--- config.mk ---
export PLATFORM = sky130hd
export DESIGN_NAME = dcel_event_latch
export DESIGN_NICKNAME = d
export VERILOG_FILES = /design/src/verilog/dcel_pkg.sv /design/src/verilog/dcel_access_gate.sv /design/src/verilog/dcel_event_latch.sv
export SDC_FILE = /design/constraint.sdc
export NUM_CORES = 1
export LEC_CHECK = 0
export ABC_AREA = 1
export BUFFER_PORTS_ARGS = -buffer_cell sky130_fd_sc_hd__buf_2
export CORE_AREA = 4 4 196 198
export DETAILED_ROUTE_END_ITERATION = 12
export DIE_AREA = 0 0 200 202
export PLACE_DENSITY_LB_ADDON = 0.25
export SYNTH_ARGS = -nofsm -noshare
export SYNTH_HDL_FRONTEND = slang
export SYNTH_HIERARCHICAL = 1
export SYNTH_SLANG_ARGS = --single-unit
--- constraint.sdc ---
create_clock -name clk -period 1 [get_ports clk]
set_input_delay 0.15 -clock clk [delete_from_list [all_inputs] [get_ports clk]]
set_output_delay 0.15 -clock clk [all_outputs]
set_load 0.01 [all_outputs]
--- src/verilog/dcel_pkg.sv ---
// Shared constants and carrier types for the DMA channel event latch.
// Assumes a single clock domain; all users refer to names as dcel_pkg::name.
package dcel_pkg;

  // ------------------------------------------------------------------
  // Channel geometry
  // ------------------------------------------------------------------
  localparam int unsigned NUM_CH   = 32;
  localparam int unsigned CH_IDX_W = 5;
  localparam int unsigned REGION_W = 3;
  localparam int unsigned ADDR_W   = 8;
  localparam int unsigned DATA_W   = 32;

  // ------------------------------------------------------------------
  // Register byte offsets and reset values
  // ------------------------------------------------------------------
  localparam logic [ADDR_W-1:0] OFS_EVENT_LATCH      = 8'h00;
  localparam logic [ADDR_W-1:0] OFS_EVENT_CLEAR      = 8'h08;
  localparam logic [ADDR_W-1:0] OFS_EVENT_MANUAL_SET = 8'h10;

  localparam logic [DATA_W-1:0] RST_EVENT_LATCH      = 32'h0000_0000;
  localparam logic [DATA_W-1:0] RST_EVENT_MANUAL_SET = 32'h0000_0000;
  localparam logic [DATA_W-1:0] RST_MISSED           = 32'h0000_0000;
  localparam logic [DATA_W-1:0] READ_ZERO            = 32'h0000_0000;
  localparam logic [DATA_W-1:0] ALL_ONES             = 32'hFFFF_FFFF;

  // ------------------------------------------------------------------
  // Carriers
  // ------------------------------------------------------------------
  typedef struct packed {
    logic                valid;
    logic                write;
    logic                shadow;
    logic [REGION_W-1:0] region;
    logic [ADDR_W-1:0]   offset;
    logic [DATA_W-1:0]   wdata;
  } dcel_reg_req_t;

  typedef struct packed {
    logic              valid;
    logic              error;
    logic [DATA_W-1:0] rdata;
  } dcel_reg_rsp_t;

  typedef struct packed {
    logic                valid;
    logic [CH_IDX_W-1:0] channel;
  } dcel_submit_t;

endpackage : dcel_pkg

--- src/verilog/dcel_access_gate.sv ---
// Address decode and shadow region gating for the channel registers.
// Assumes region enable vectors come from registers held elsewhere.
`timescale 1ns/1ps
`default_nettype none

module dcel_access_gate #(
  parameter int unsigned NUM_REGIONS = 8
) (
  input  wire  dcel_pkg::dcel_reg_req_t                        req,
  input  wire  logic [NUM_REGIONS-1:0][dcel_pkg::DATA_W-1:0]   region_access_enable,
  output logic [dcel_pkg::DATA_W-1:0]                          acc_mask,
  output logic                                                 sel_latch,
  output logic                                                 sel_clear,
  output logic                                                 sel_set,
  output logic                                                 mapped
);

  // ------------------------------------------------------------------
  // Region gating
  // ------------------------------------------------------------------
  // A region index past the implemented count sees no channel at all
  wire region_ok = (32'(req.region) < NUM_REGIONS);
  wire [dcel_pkg::DATA_W-1:0] shadow_mask =
    region_ok ? region_access_enable[req.region] : dcel_pkg::READ_ZERO;

  assign acc_mask  = req.shadow ? shadow_mask : dcel_pkg::ALL_ONES;

  // ------------------------------------------------------------------
  // Offset decode
  // ------------------------------------------------------------------
  assign sel_latch = (req.offset == dcel_pkg::OFS_EVENT_LATCH);
  assign sel_clear = (req.offset == dcel_pkg::OFS_EVENT_CLEAR);
  assign sel_set   = (req.offset == dcel_pkg::OFS_EVENT_MANUAL_SET);
  assign mapped    = sel_latch | sel_clear | sel_set;

endmodule : dcel_access_gate

`default_nettype wire

--- src/verilog/dcel_event_latch.sv ---
// Per-channel event capture for a 32-channel DMA channel controller.
// Assumes synchronous event pulses, a prioritiser that submits one
// channel per cycle, and enable/region vectors held in outside registers.
//
// Operation
// - One bit per channel in each register, bit index equals channel number.
// - Registers reachable globally and via shadow regions gated per channel.
// - Every external event sets its latch bit, enabled or not.
// - Only enabled latched events are presented to the prioritiser.
// - Submission of a channel's request clears its latch bit.
// - Event on set, enabled latch bit raises the missed-event flag.
// - Writing 1 to clear register clears latch bit; reads as zero.
// - Event set beats concurrent clear; already-set enabled bit flags a miss.
// - Latch bit holds until submitted or cleared by software.
// - Latch register reads 1 for pending events, 0 otherwise.
// - Writing 1 to manual set makes channel a candidate; 0 does nothing.
// - Manual set is independent of latch and ignores the enable mask.
// - Clear register never touches manual bits; only submission clears them.
// - Manual set beats concurrent submission clear; already set flags a miss.
// - Writing 1 to an already set manual bit flags a miss.
// - Enable mask gates only external events, not chained or manual ones.
`timescale 1ns/1ps
`default_nettype none

module dcel_event_latch #(
  parameter int unsigned NUM_REGIONS = 8
) (
  input  wire  logic                                          clk,
  input  wire  logic                                          arst_n,
  input  wire  logic [dcel_pkg::NUM_CH-1:0]                   ext_event,
  input  wire  logic [dcel_pkg::NUM_CH-1:0]                   enable_mask,
  input  wire  logic [dcel_pkg::NUM_CH-1:0]                   chained_event_vector,
  input  wire  logic [NUM_REGIONS-1:0][dcel_pkg::DATA_W-1:0]  region_access_enable,
  input  wire  dcel_pkg::dcel_reg_req_t                       reg_req,
  output var dcel_pkg::dcel_reg_rsp_t                         reg_rsp,
  input  wire  dcel_pkg::dcel_submit_t                        submit,
  output logic [dcel_pkg::NUM_CH-1:0]                         pending_req,
  output logic [dcel_pkg::NUM_CH-1:0]                         missed_event_flag
);

  localparam int unsigned N = dcel_pkg::NUM_CH;

  // ------------------------------------------------------------------
  // Register access decode
  // ------------------------------------------------------------------
  logic [dcel_pkg::DATA_W-1:0] acc_mask;
  logic                        sel_latch;
  logic                        sel_clear;
  logic                        sel_set;
  logic                        mapped;

  dcel_access_gate #(
    .NUM_REGIONS (NUM_REGIONS)
  ) u_gate (
    .req                  (reg_req),
    .region_access_enable (region_access_enable),
    .acc_mask             (acc_mask),
    .sel_latch            (sel_latch),
    .sel_clear            (sel_clear),
    .sel_set              (sel_set),
    .mapped               (mapped)
  );

  wire wr_req = reg_req.valid & reg_req.write;
  wire rd_req = reg_req.valid & ~reg_req.write;

  // Shadow writes only reach the channels the region owns
  wire [N-1:0] sw_clear = (wr_req & sel_clear) ?
                          (reg_req.wdata & acc_mask) : '0;
  wire [N-1:0] sw_set   = (wr_req & sel_set) ?
                          (reg_req.wdata & acc_mask) : '0;

  // ------------------------------------------------------------------
  // Channel state
  // ------------------------------------------------------------------
  logic [N-1:0] latch_q;
  logic [N-1:0] latch_d;
  logic [N-1:0] manual_q;
  logic [N-1:0] manual_d;
  logic [N-1:0] missed_q;
  logic [N-1:0] missed_d;
  logic [N-1:0] hw_clear;
  logic [N-1:0] latch_keep;

  genvar g;
  generate
    for (g = 0; g < N; g++) begin : g_ch
      // Bit g belongs to channel g in every vector
      assign hw_clear[g] = submit.valid &
                           (32'(submit.channel) == g);
      assign latch_keep[g] = latch_q[g] & ~hw_clear[g] & ~sw_clear[g];
      // Event capture ignores the enable; set has priority over clears
      assign latch_d[g]  = ext_event[g] | latch_keep[g];
      // Clear register is not part of this term on purpose
      assign manual_d[g] = sw_set[g] | (manual_q[g] & ~hw_clear[g]);
      // A miss is only counted for events the channel would have served
      assign missed_d[g] =
        (ext_event[g] & latch_q[g] & enable_mask[g]) |
        (sw_set[g] & manual_q[g]);
    end
  endgenerate

  always_ff @(posedge clk or negedge arst_n) begin
    if (!arst_n) begin
      latch_q  <= dcel_pkg::RST_EVENT_LATCH;
      manual_q <= dcel_pkg::RST_EVENT_MANUAL_SET;
      missed_q <= dcel_pkg::RST_MISSED;
    end else begin
      latch_q  <= latch_d;
      manual_q <= manual_d;
      missed_q <= missed_d;
    end
  end

  // ------------------------------------------------------------------
  // Prioritiser view
  // ------------------------------------------------------------------
  // Disabled latched events stay visible to software but are never served
  assign pending_req = (latch_q & enable_mask) | manual_q |
                       chained_event_vector;
  assign missed_event_flag = missed_q;

  // ------------------------------------------------------------------
  // Read and response path
  // ------------------------------------------------------------------
  wire [dcel_pkg::DATA_W-1:0] rd_raw =
    sel_latch ? latch_q  :
    sel_set   ? manual_q :
    dcel_pkg::READ_ZERO;

  dcel_pkg::dcel_reg_rsp_t rsp_q;
  dcel_pkg::dcel_reg_rsp_t rsp_d;

  always_comb begin
    rsp_d.valid = reg_req.valid;
    rsp_d.error = reg_req.valid & ~mapped;
    rsp_d.rdata = rd_req ? (rd_raw & acc_mask) : dcel_pkg::READ_ZERO;
  end

  always_ff @(posedge clk or negedge arst_n) begin
    if (!arst_n) begin
      rsp_q <= '0;
    end else begin
      rsp_q <= rsp_d;
    end
  end

  assign reg_rsp = rsp_q;

  logic [N-1:0] ev_en_set;
  assign ev_en_set = ext_event & latch_q & enable_mask;

  // ------------------------------------------------------------------
  // Collision and bookkeeping checks
  // ------------------------------------------------------------------
  // Helper vectors keep the properties short; they only feed assertions
  logic [N-1:0] ev_vs_clr;
  logic [N-1:0] ev_vs_clr_miss;
  logic [N-1:0] man_vs_sub;
  logic [N-1:0] man_keep;
  assign ev_vs_clr      = ext_event & (sw_clear | hw_clear);
  assign ev_vs_clr_miss = ev_vs_clr & latch_q & enable_mask;
  assign man_vs_sub     = sw_set & hw_clear;
  assign man_keep       = manual_q & ~hw_clear;
endmodule : dcel_event_latch

`default_nettype wire

# After elaboration in Yosys (flattened, before gate mapping)
# Index checks and enable logic that the tools add are counted.
# word_totals
word_cells,448
in_bits,406
regBits,130
# classes
bitwise,398
eq_ne,33
n_lt_le_gt_ge,1
reduce_logical,2
n_mux,8
# ops
cell,n
1-bit bitwise AND,229
32-bit 2-to-1 mux,7
1-bit OR,98
32-bit bitwise AND,3
32-bit binary-select mux with 3-bit select,1
5-bit equality test (second input constant),16
1-bit inverter,66
32-bit OR,2
5-bit by 4-bit equality test with 1-bit output (second input constant),8
5-bit by 3-bit equality test with 1-bit output (second input constant),4
5-bit by 2-bit equality test with 1-bit output (second input constant),2
8-bit by 4-bit equality test with 1-bit output (second input constant),1
8-bit by 5-bit equality test with 1-bit output (second input constant),1
8-bit logical NOT,1
5-bit by 1-bit equality test with 1-bit output (second input constant),1
5-bit logical NOT,1
3-bit by 4-bit < comparator with 1-bit output (second input constant),1

# Depth between registers and ports, before layout
# Gate-level depths: netlist of the first run.
# logic_depth
word_depth,8
ltp_mapped,12
ltp_nobuf,10

# Cells and area by module
# Netlist of the first run, hierarchy kept.
# by_module_without_submodules
module,area_each_um2,cells_per_inst,n_inst,seq_area_each_um2
dcel_event_latch,5869.4,728,1,3253.1
dcel_access_gate,2462.4,548,1,0.0

# Least setup slack after synthesis of the first run
# Ideal clock, no wire load.
# synth_timing
kind,input -> register
start,input port reg_req[39] (netlist name)
end,register latch_q[24]
path_stages,11
path_slack_ns,-0.287
arrival_time_ns,1.170
path_buffers,1
setup_ns,0.117
cell_sequence,nor2_1 nand2_1 nor2_1 nand3_1 nor2_1 inv_1 nor2_4 buf_4 nand2_1 nand3_1 nand2_1
# synth_between
elab_chain_cells,6
# synth_lines
element,line_no,source
start: declaration,dcel_event_latch.sv:34,"input wire dcel_pkg::dcel_reg_req_t reg_req,"
8-bit by 4-bit equality test with 1-bit output,dcel_access_gate.sv:32,assign sel_clear = (req.offset == dcel_pkg::OFS_EVENT_CLEAR);
via sel_clear,dcel_event_latch.sv:48,logic sel_clear;
1-bit bitwise AND,dcel_event_latch.sv:68,wire [N-1:0] sw_clear = (wr_req & sel_clear) ?
32-bit 2-to-1 mux,dcel_event_latch.sv:68,
1-bit inverter,dcel_event_latch.sv:91,assign latch_keep[g] = latch_q[g] & ~hw_clear[g] & ~sw_clear[g];
1-bit bitwise AND,dcel_event_latch.sv:91,
1-bit OR,dcel_event_latch.sv:93,assign latch_d[g] = ext_event[g] | latch_keep[g];
via latch_d[24],dcel_event_latch.sv:77,logic [N-1:0] latch_d;
end signal: assignment,dcel_event_latch.sv:105,latch_q <= dcel_pkg::RST_EVENT_LATCH;
end signal: assignment,dcel_event_latch.sv:109,latch_q <= latch_d;
end: declaration,dcel_event_latch.sv:76,logic [N-1:0] latch_q;
# The timed path passes the listed nets, and every way through them passes these cells.

# Worst setup path after layout of the first run
# layout_timing
start,register latch_q[12]
end,output port pending_req[12] (netlist name)
# layout_between
elab_chain_cells,3
# layout_lines
element,line_no,source
32-bit bitwise AND,dcel_event_latch.sv:119,assign pending_req = (latch_q & enable_mask) | manual_q |
32-bit OR (2 in a row),dcel_event_latch.sv:119,
end: declaration,dcel_event_latch.sv:37,"output logic [dcel_pkg::NUM_CH-1:0] pending_req,"
# No other way between the ends.

==> out/qor.yml, run 1 <==
detailed_routing:
  routed-via-count: 12000
  drtIter0Drc: 590
  met2_length_um: 24400
  wirelength_um: 49200
  drt-met1-wl_um: 20600
  via_per_inst: 4.78
  wl_per_cell_um: 19.7
  drcViolationCount: 0
  first_pass_iters: 5
  ant_nets: 0
  maxUsedRoutingLayer: "met5"
  wl_met3_um: 2930
yosys:
  syn_area_per_cell_um2: 6.53
  yosys-top-cells-area: "dfrtp_1, nand2_1, nand3_1"
  yosysSeqAreaShare_pct: 39.0
  synth_cell_type_count: 19
  synth_ff_type: "dfrtp_1"
  synth.largest_area_cell: "dfrtp_1"
  netlist_instances: 1276
  syn_area_um2: 8330
  synth_top_area_share_pct: 39.0
  synthArstFlopShare_pct: 100
  yosysMostFrequentCell: "nand2_1"
  yosysWarnings: 6
  synth_edf_count: 0
  synth_seq_cells: 130
  synth_nets: 1682
  synthTopCellsByCount: "nand2_1, nand3_1, dfrtp_1"
die:
  design.core.area_um2: 36500
  initial_core_util_pct: 22.8
  die-area_um2: 40400
  die_w_um: 200
  io_pins: 504
  fp.dieH_um: 202
  rows: 70
global_routing:
  grt_pass1_wl_um: 71200
  antenna_found_initial: 8
  grt_start_max_net_pins: 36
  grt_pass1_vias: 12400
  grt.total_usage_pct: 22.9
  grt.overflow.total: 0
sta:
  worst_slew_margin_rel_pct: 80.1
  whs_ns: -0.0197
  hold_viol: 15
  worst_pin_slew_ns: 0.298
  fin_ws_ns: -0.294
  fmax_ghz: 0.773
  finalCriticalPeriod_ns: 1.29
  skew_ns: 0.0118
  fin_crit_sh_pct: 129
  drv_slew: 0
  final-setup-viol-count: 223
  rsz0062_at_grt: "true"
worst_setup_path:
  cp_data_required_time_ns: 0.85
  crit_arrival_ns: 1.14
  crit_path_top_delay_cell: "dfrtp_1"
  critPathMostFrequentCell: "nand2_1"
  crit_type: "reg2out"
  critPathCaptureType: "output port"
  slowest_delay_ns: 0.39
  cp_top_family: "flip-flops"
  crit_chain: "nand2_1 > nand2_1 > buf_2"
  crit_buf_inv: 1
  start_kind: "flop"
  cp_max_fo: 2
clocking:
  cts_tree: "yes"
  root_buffer: "clkbuf_16"
  clk_latency_ns: 0.43
  clk_pin_slew_ns: 0.06
  cts_hold_buffers: 37
  clock-sinks: 130
  cts.path.max_buffers: 2
  numCtsBuffers: 17
  htreeDepth: 4
worst_hold_path:
  hold_class: "in2reg"
placement:
  dpl.cell_count: 2306
  portBuffers: 503
  place_area_um2: 12600
  hpwlAfterDp_um: 35700
  gp_congestion: 0.923
run:
  max-cap-violations: 0
power:
  power_density_nw_per_um2: 930
  irDropWorstVdd_mv: 0.985
  p_leak_uw: 0.00885
layout:
  drive_gt1_share_pct: 55.0
  instances_no_fill: 2503
  final_util_pct: 45.9
  area_growth_pct: 101
  fin_nets: 2423
  design_area_um2: 16700
status:
  status: "finished with violations"
  violations: "negative hold slack, negative setup slack"
==> sequential cells by signal, indices dropped and copies added (netlist names) <==
signal,flops
reg_rsp,34
missed_event_flag,32
manual_q,32
latch_q,32
==> worst reg2reg max path: cells and delay by family (launching register included) <==
| kind | cells | cell delay [ns] |
|---|---|---|
| buffers and inverters | 3 | 0.39 |
| AO/OA/AOI/OAI | 1 | 0.15 |
| flip-flops | 1 | 0.38 |
| AND/OR/NAND/NOR | 1 | 0.07 |
==> placed cells by master, fill, tap and decap left out, types with 16 or more instances in the layout <==
cell,count
buf_16,16
nand2_1,408
inv_1,59
dfrtp_1,129
o21ai_1,23
o21ai_2,41
buf_6,47
dlygate4sd3_1,37
a22oi_2,32
buf_2,475
buf_4,163
nand3_4,25
nand3_1,175
nand2_4,33
nand2_2,48
clkbuf_16,22
nand3_2,112
inv_2,19
nor2_1,74
buf_12,44
==> worst paths after layout <==
path                            startpoint                    end  slack, ns  depth (start not counted)
max                            latch_q[12]        pending_req[12]      -0.29                          3
min                        enable_mask[15]  missed_event_flag[15]      -0.02                          3
max reg2reg                    manual_q[1]             reg_rsp[1]      -0.11                          5
min reg2reg                    latch_q[22]  missed_event_flag[22]       0.54                          2
max in group asynchronous           arst_n             latch_q[1]       0.34                          3
min in group asynchronous           arst_n  missed_event_flag[12]       0.14                          2
==> report_power, final <==
part | switching (uW) | internal, uW | leakage [uW]
clock | 2300 | 3220 | 0.000251
combinational | 2420 | 2190 | 0.00699
sequential | 59.6 | 5380 | 0.00161
==> through the flow <==
| step | TNS (ns) | power, uW | hold slack, ns | setup slack (ns) |
|---|---|---|---|---|
| detailed placement | -71.47 | 9040 | 0.00281 | -0.778 |
| CTS | -27.76 | 15200 | -0.0382 | -0.317 |
| finish | -26.07 | 15600 | -0.0197 | -0.294 |
| floorplan | -16.34 | 7010 | -0.146 | -0.236 |
| global placement | -68.80 | 9030 | 0.00505 | -0.774 |
| global route | -37.07 | 16300 | -0.0267 | -0.359 |
==> cells by family after synthesis <==
logic type / count (synthesis) / share of synthesized area, %
buf+inv: 153 / 8.65
compound gates: 97 / 6.82
simple gates: 896 / 45.5
flops: 130 / 39.0
==> area by class of cell <==
cell class | instances | area, um^2
Timing Repair inverter | 1 | 8.76
Timing Repair Buffer | 792 | 6040
Clock buffer | 22 | 464
Tap cell | 468 | 586
Fill cell | 3594 | 19800
Antenna cell | 8 | 20.0
Inverter | 82 | 358
Clock inverter | 7 | 37.5
Multi-Input combinational cell | 993 | 5980
Sequential cell | 130 | 3250
==> per-layer routing <==
metal	vias to the layer above	track usage, %
met3	64	3.18
met5	-	0
met2	508	39.4
met4	2	6.55
met1	5721	29.7
li1	5680	-
==> repair_timing <==
item	in CTS	in global routing
setup endpoints to repair	226	226
resized for setup	294	192
hold endpoints to repair	195	12
buffers inserted	87	25
pin swaps	119	93
gates cloned	19	5
Note: power is estimated with default switching activity, not from simulation.
==> inputs of run 2 (changes only) <==
--- a/config.mk
+++ b/config.mk
@@ -11,6 +11,7 @@
 export DETAILED_ROUTE_END_ITERATION = 12
 export DIE_AREA = 0 0 200 202
 export PLACE_DENSITY_LB_ADDON = 0.25
+export SETUP_SLACK_MARGIN = 0.4
 export SYNTH_ARGS = -nofsm -noshare
 export SYNTH_HDL_FRONTEND = slang
 export SYNTH_HIERARCHICAL = 1
==> out/qor.yml, run 2 (synthesis results as in run 1) <==
status:
  status: "finished with violations"
  violations: "negative hold slack, negative setup slack"
placement:
  hpwlAfterDp_um: 35800  # +0.26%
  portBuffers: 503  # unchanged
  gp_congestion: 0.929  # +0.62%
  place_area_um2: 12700  # +0.59%
detailed_routing:
  first_pass_iters: 7  # +2
  via_per_inst: 4.75  # -0.69%
  routed-via-count: 11800  # -1.2%
  wirelength_um: 49000  # -0.35%
  drcViolationCount: 0  # unchanged
  drtIter0Drc: 639  # +8.3%
  wl_per_cell_um: 19.7  # +0.13%
  ant_nets: 0  # unchanged
worst_setup_path:
  cp_top_family: "flip-flops"
  crit_path_top_delay_cell: "dfrtp_1"
  cp_data_required_time_ns: 0.85  # about the same
  critPathCaptureType: "output port"
  crit_chain: "nor2_1 > nand2_1 > buf_2"
  crit_arrival_ns: 1.18  # +0.04 ns
  slowest_delay_ns: 0.44  # +0.05 ns
  start_kind: "flop"
  cp_max_fo: 2  # unchanged
  crit_buf_inv: 1  # unchanged
  crit_type: "reg2out"
die:
  initial_core_util_pct: 22.8  # unchanged
  fp.dieH_um: 202  # unchanged
  io_pins: 504  # unchanged
  rows: 70  # unchanged
  design.core.area_um2: 36500  # unchanged
  die-area_um2: 40400  # unchanged
  die_w_um: 200  # unchanged
clocking:
  root_buffer: "clkbuf_16"
  clock-sinks: 130  # unchanged
  clk_latency_ns: 0.43  # about the same
  cts_tree: "yes"
  clk_pin_slew_ns: 0.06  # about the same
  htreeDepth: 4  # unchanged
  cts.path.max_buffers: 2  # unchanged
  numCtsBuffers: 17  # unchanged
power:
  power_density_nw_per_um2: 1000  # +7.7%
  seq_power_share_pct: 32.9  # -2.0 points
  p_sw_uw: 4780  # about the same
  irDropWorstVdd_mv: 0.958  # -2.8%
  internal_power_uw: 11800  # +9.0%
  finalPower_uw: 16500  # +6.2%
  p_comb_share_pct: 26.6  # -3.0 points
  sw_frac_of_total_pct: 28.9  # -1.8 points
  p_leak_uw: 0.00886  # +0.17%
  clkPwrFrac_pct: 40.6  # +5.1 points
sta:
  fin_crit_sh_pct: 133  # +3.6 points
  fmax_ghz: 0.752  # -2.7%
  finalCriticalPeriod_ns: 1.33  # +0.0357 ns
  drv_slew: 0  # unchanged
  fin_ws_ns: -0.329  # -0.0357 ns
  worst_pin_slew_ns: 0.230  # -0.0681 ns
  final-setup-viol-count: 222  # -0.45%
  tns_ns: -30.62  # -4.56 ns
  whs_ns: -0.436  # -0.417 ns
  skew_ns: 0.00811  # -0.00369 ns
  worst_slew_margin_rel_pct: 84.6  # +4.5 points
  hold_viol: 167  # +152
  rsz0062_at_grt: "true"
layout:
  final_common_cell: "buf_2"
  drive_gt1_share_pct: 52.8  # -2.2 points
  fin_nets: 2411  # -0.50%
  multi_input_area_um2: 5660  # -5.3%
  design_area_um2: 16500  # -1.4%
  fillCellCount: 3653  # +1.6%
  layout_common_cells: "buf_2, nand2_1, nand3_1, buf_4, dfrtp_1"
  register_area_um2: 3250  # unchanged
  largest_register_ffs: 34  # unchanged
  area_growth_pct: 98.2
worst_hold_path:
  hold_class: "in2async"
global_routing:
  grt_pass1_vias: 12100  # -2.0%
  grt.total_usage_pct: 23.2  # +0.37 points
  grt_pass1_wl_um: 71200  # about the same
  antenna_found_initial: 8  # unchanged
  grt_start_max_net_pins: 41  # +14%
  grt.overflow.total: 0  # unchanged
run:
  max-cap-violations: 0  # unchanged
[run 2: cell count changes in the layout (fill, tap and decap cells not counted), moves of 5 or more]
cell and change:
nand2_2 -15, buf_2 +5, buf_6 -5, inv_2 -6
inv_1 +7, buf_16 +6, nand3_1 +31, nand3_2 -18
dlygate4sd3_1 -20, nand2_1 +19, nand3_4 -13
[run 2: power groups by stage]
stage          logic [uW]  clock network, uW  registers, uW
2_1_floorplan        1450                  0           5570
3_5_place_dp         3540                  0           5540
6_report             4390               6710           5430
4_1_cts              4310               6790           5430
5_1_grt              4780               7020           5440
3_3_place_gp         3520                  0           5540
[run 2: metal layers]
layer | vias up | share of wire (%) | global-route usage (%)
li1 | 5651 | - | -
met1 | 5592 | 41 | 29.4
met2 | 518 | 51 | 41.2
met3 | 70 | 6.2 | 3.48
met4 | 4 | 2.0 | 5.80
met5 | - | 0.053 | 0
[run 2: layout make-up]
type	count	share of cell area, %
Clock inverter	10	0.947
Sequential cell	130	19.7
Tap cell	468	3.55
Timing Repair Buffer	778	36.4
Inverter	82	2.04
Clock buffer	22	2.81
Timing Repair inverter	3	0.220
Multi-Input combinational cell	993	34.3
Antenna cell	5	0.0758
[run 2: timing repair]
item | 4_1_cts | 5_1_grt
setup endpoints to repair | 226 | 227
hold buffers | 16 | 1
gates resized for setup | 349 | 54
cloned | 26 | 1
hold endpoints to repair | 197 | 171
buffers inserted | 86 | 12
pin swaps | 101 | 39
[run 2: stage by stage]
stage	hold WS (ns)	util, %	cells	setup slack, ns
floorplan	-0.146	-	1276	-0.236
global placement	0.0152	34.7	2312	-0.681
detailed placement	0.0110	34.7	2312	-0.710
CTS	-0.457	44.2	2472	-0.359
global route	-0.448	45.2	2491	-0.423
finish	-0.436	45.2	2491	-0.329
[run 2: path summary, 6_finish.rpt]
kind                                    endpoint  depth (start not counted)          from  slack (ns)
max                              pending_req[30]                          3  manual_q[30]       -0.33
min                        missed_event_flag[15]                          1        arst_n       -0.44
max reg2reg                          reg_rsp[17]                          4  manual_q[17]        0.01
min reg2reg                 missed_event_flag[7]                          2    latch_q[7]        0.54
max in group asynchronous            latch_q[28]                          2        arst_n        0.94
min in group clk                      latch_q[0]                          3  ext_event[0]       -0.06
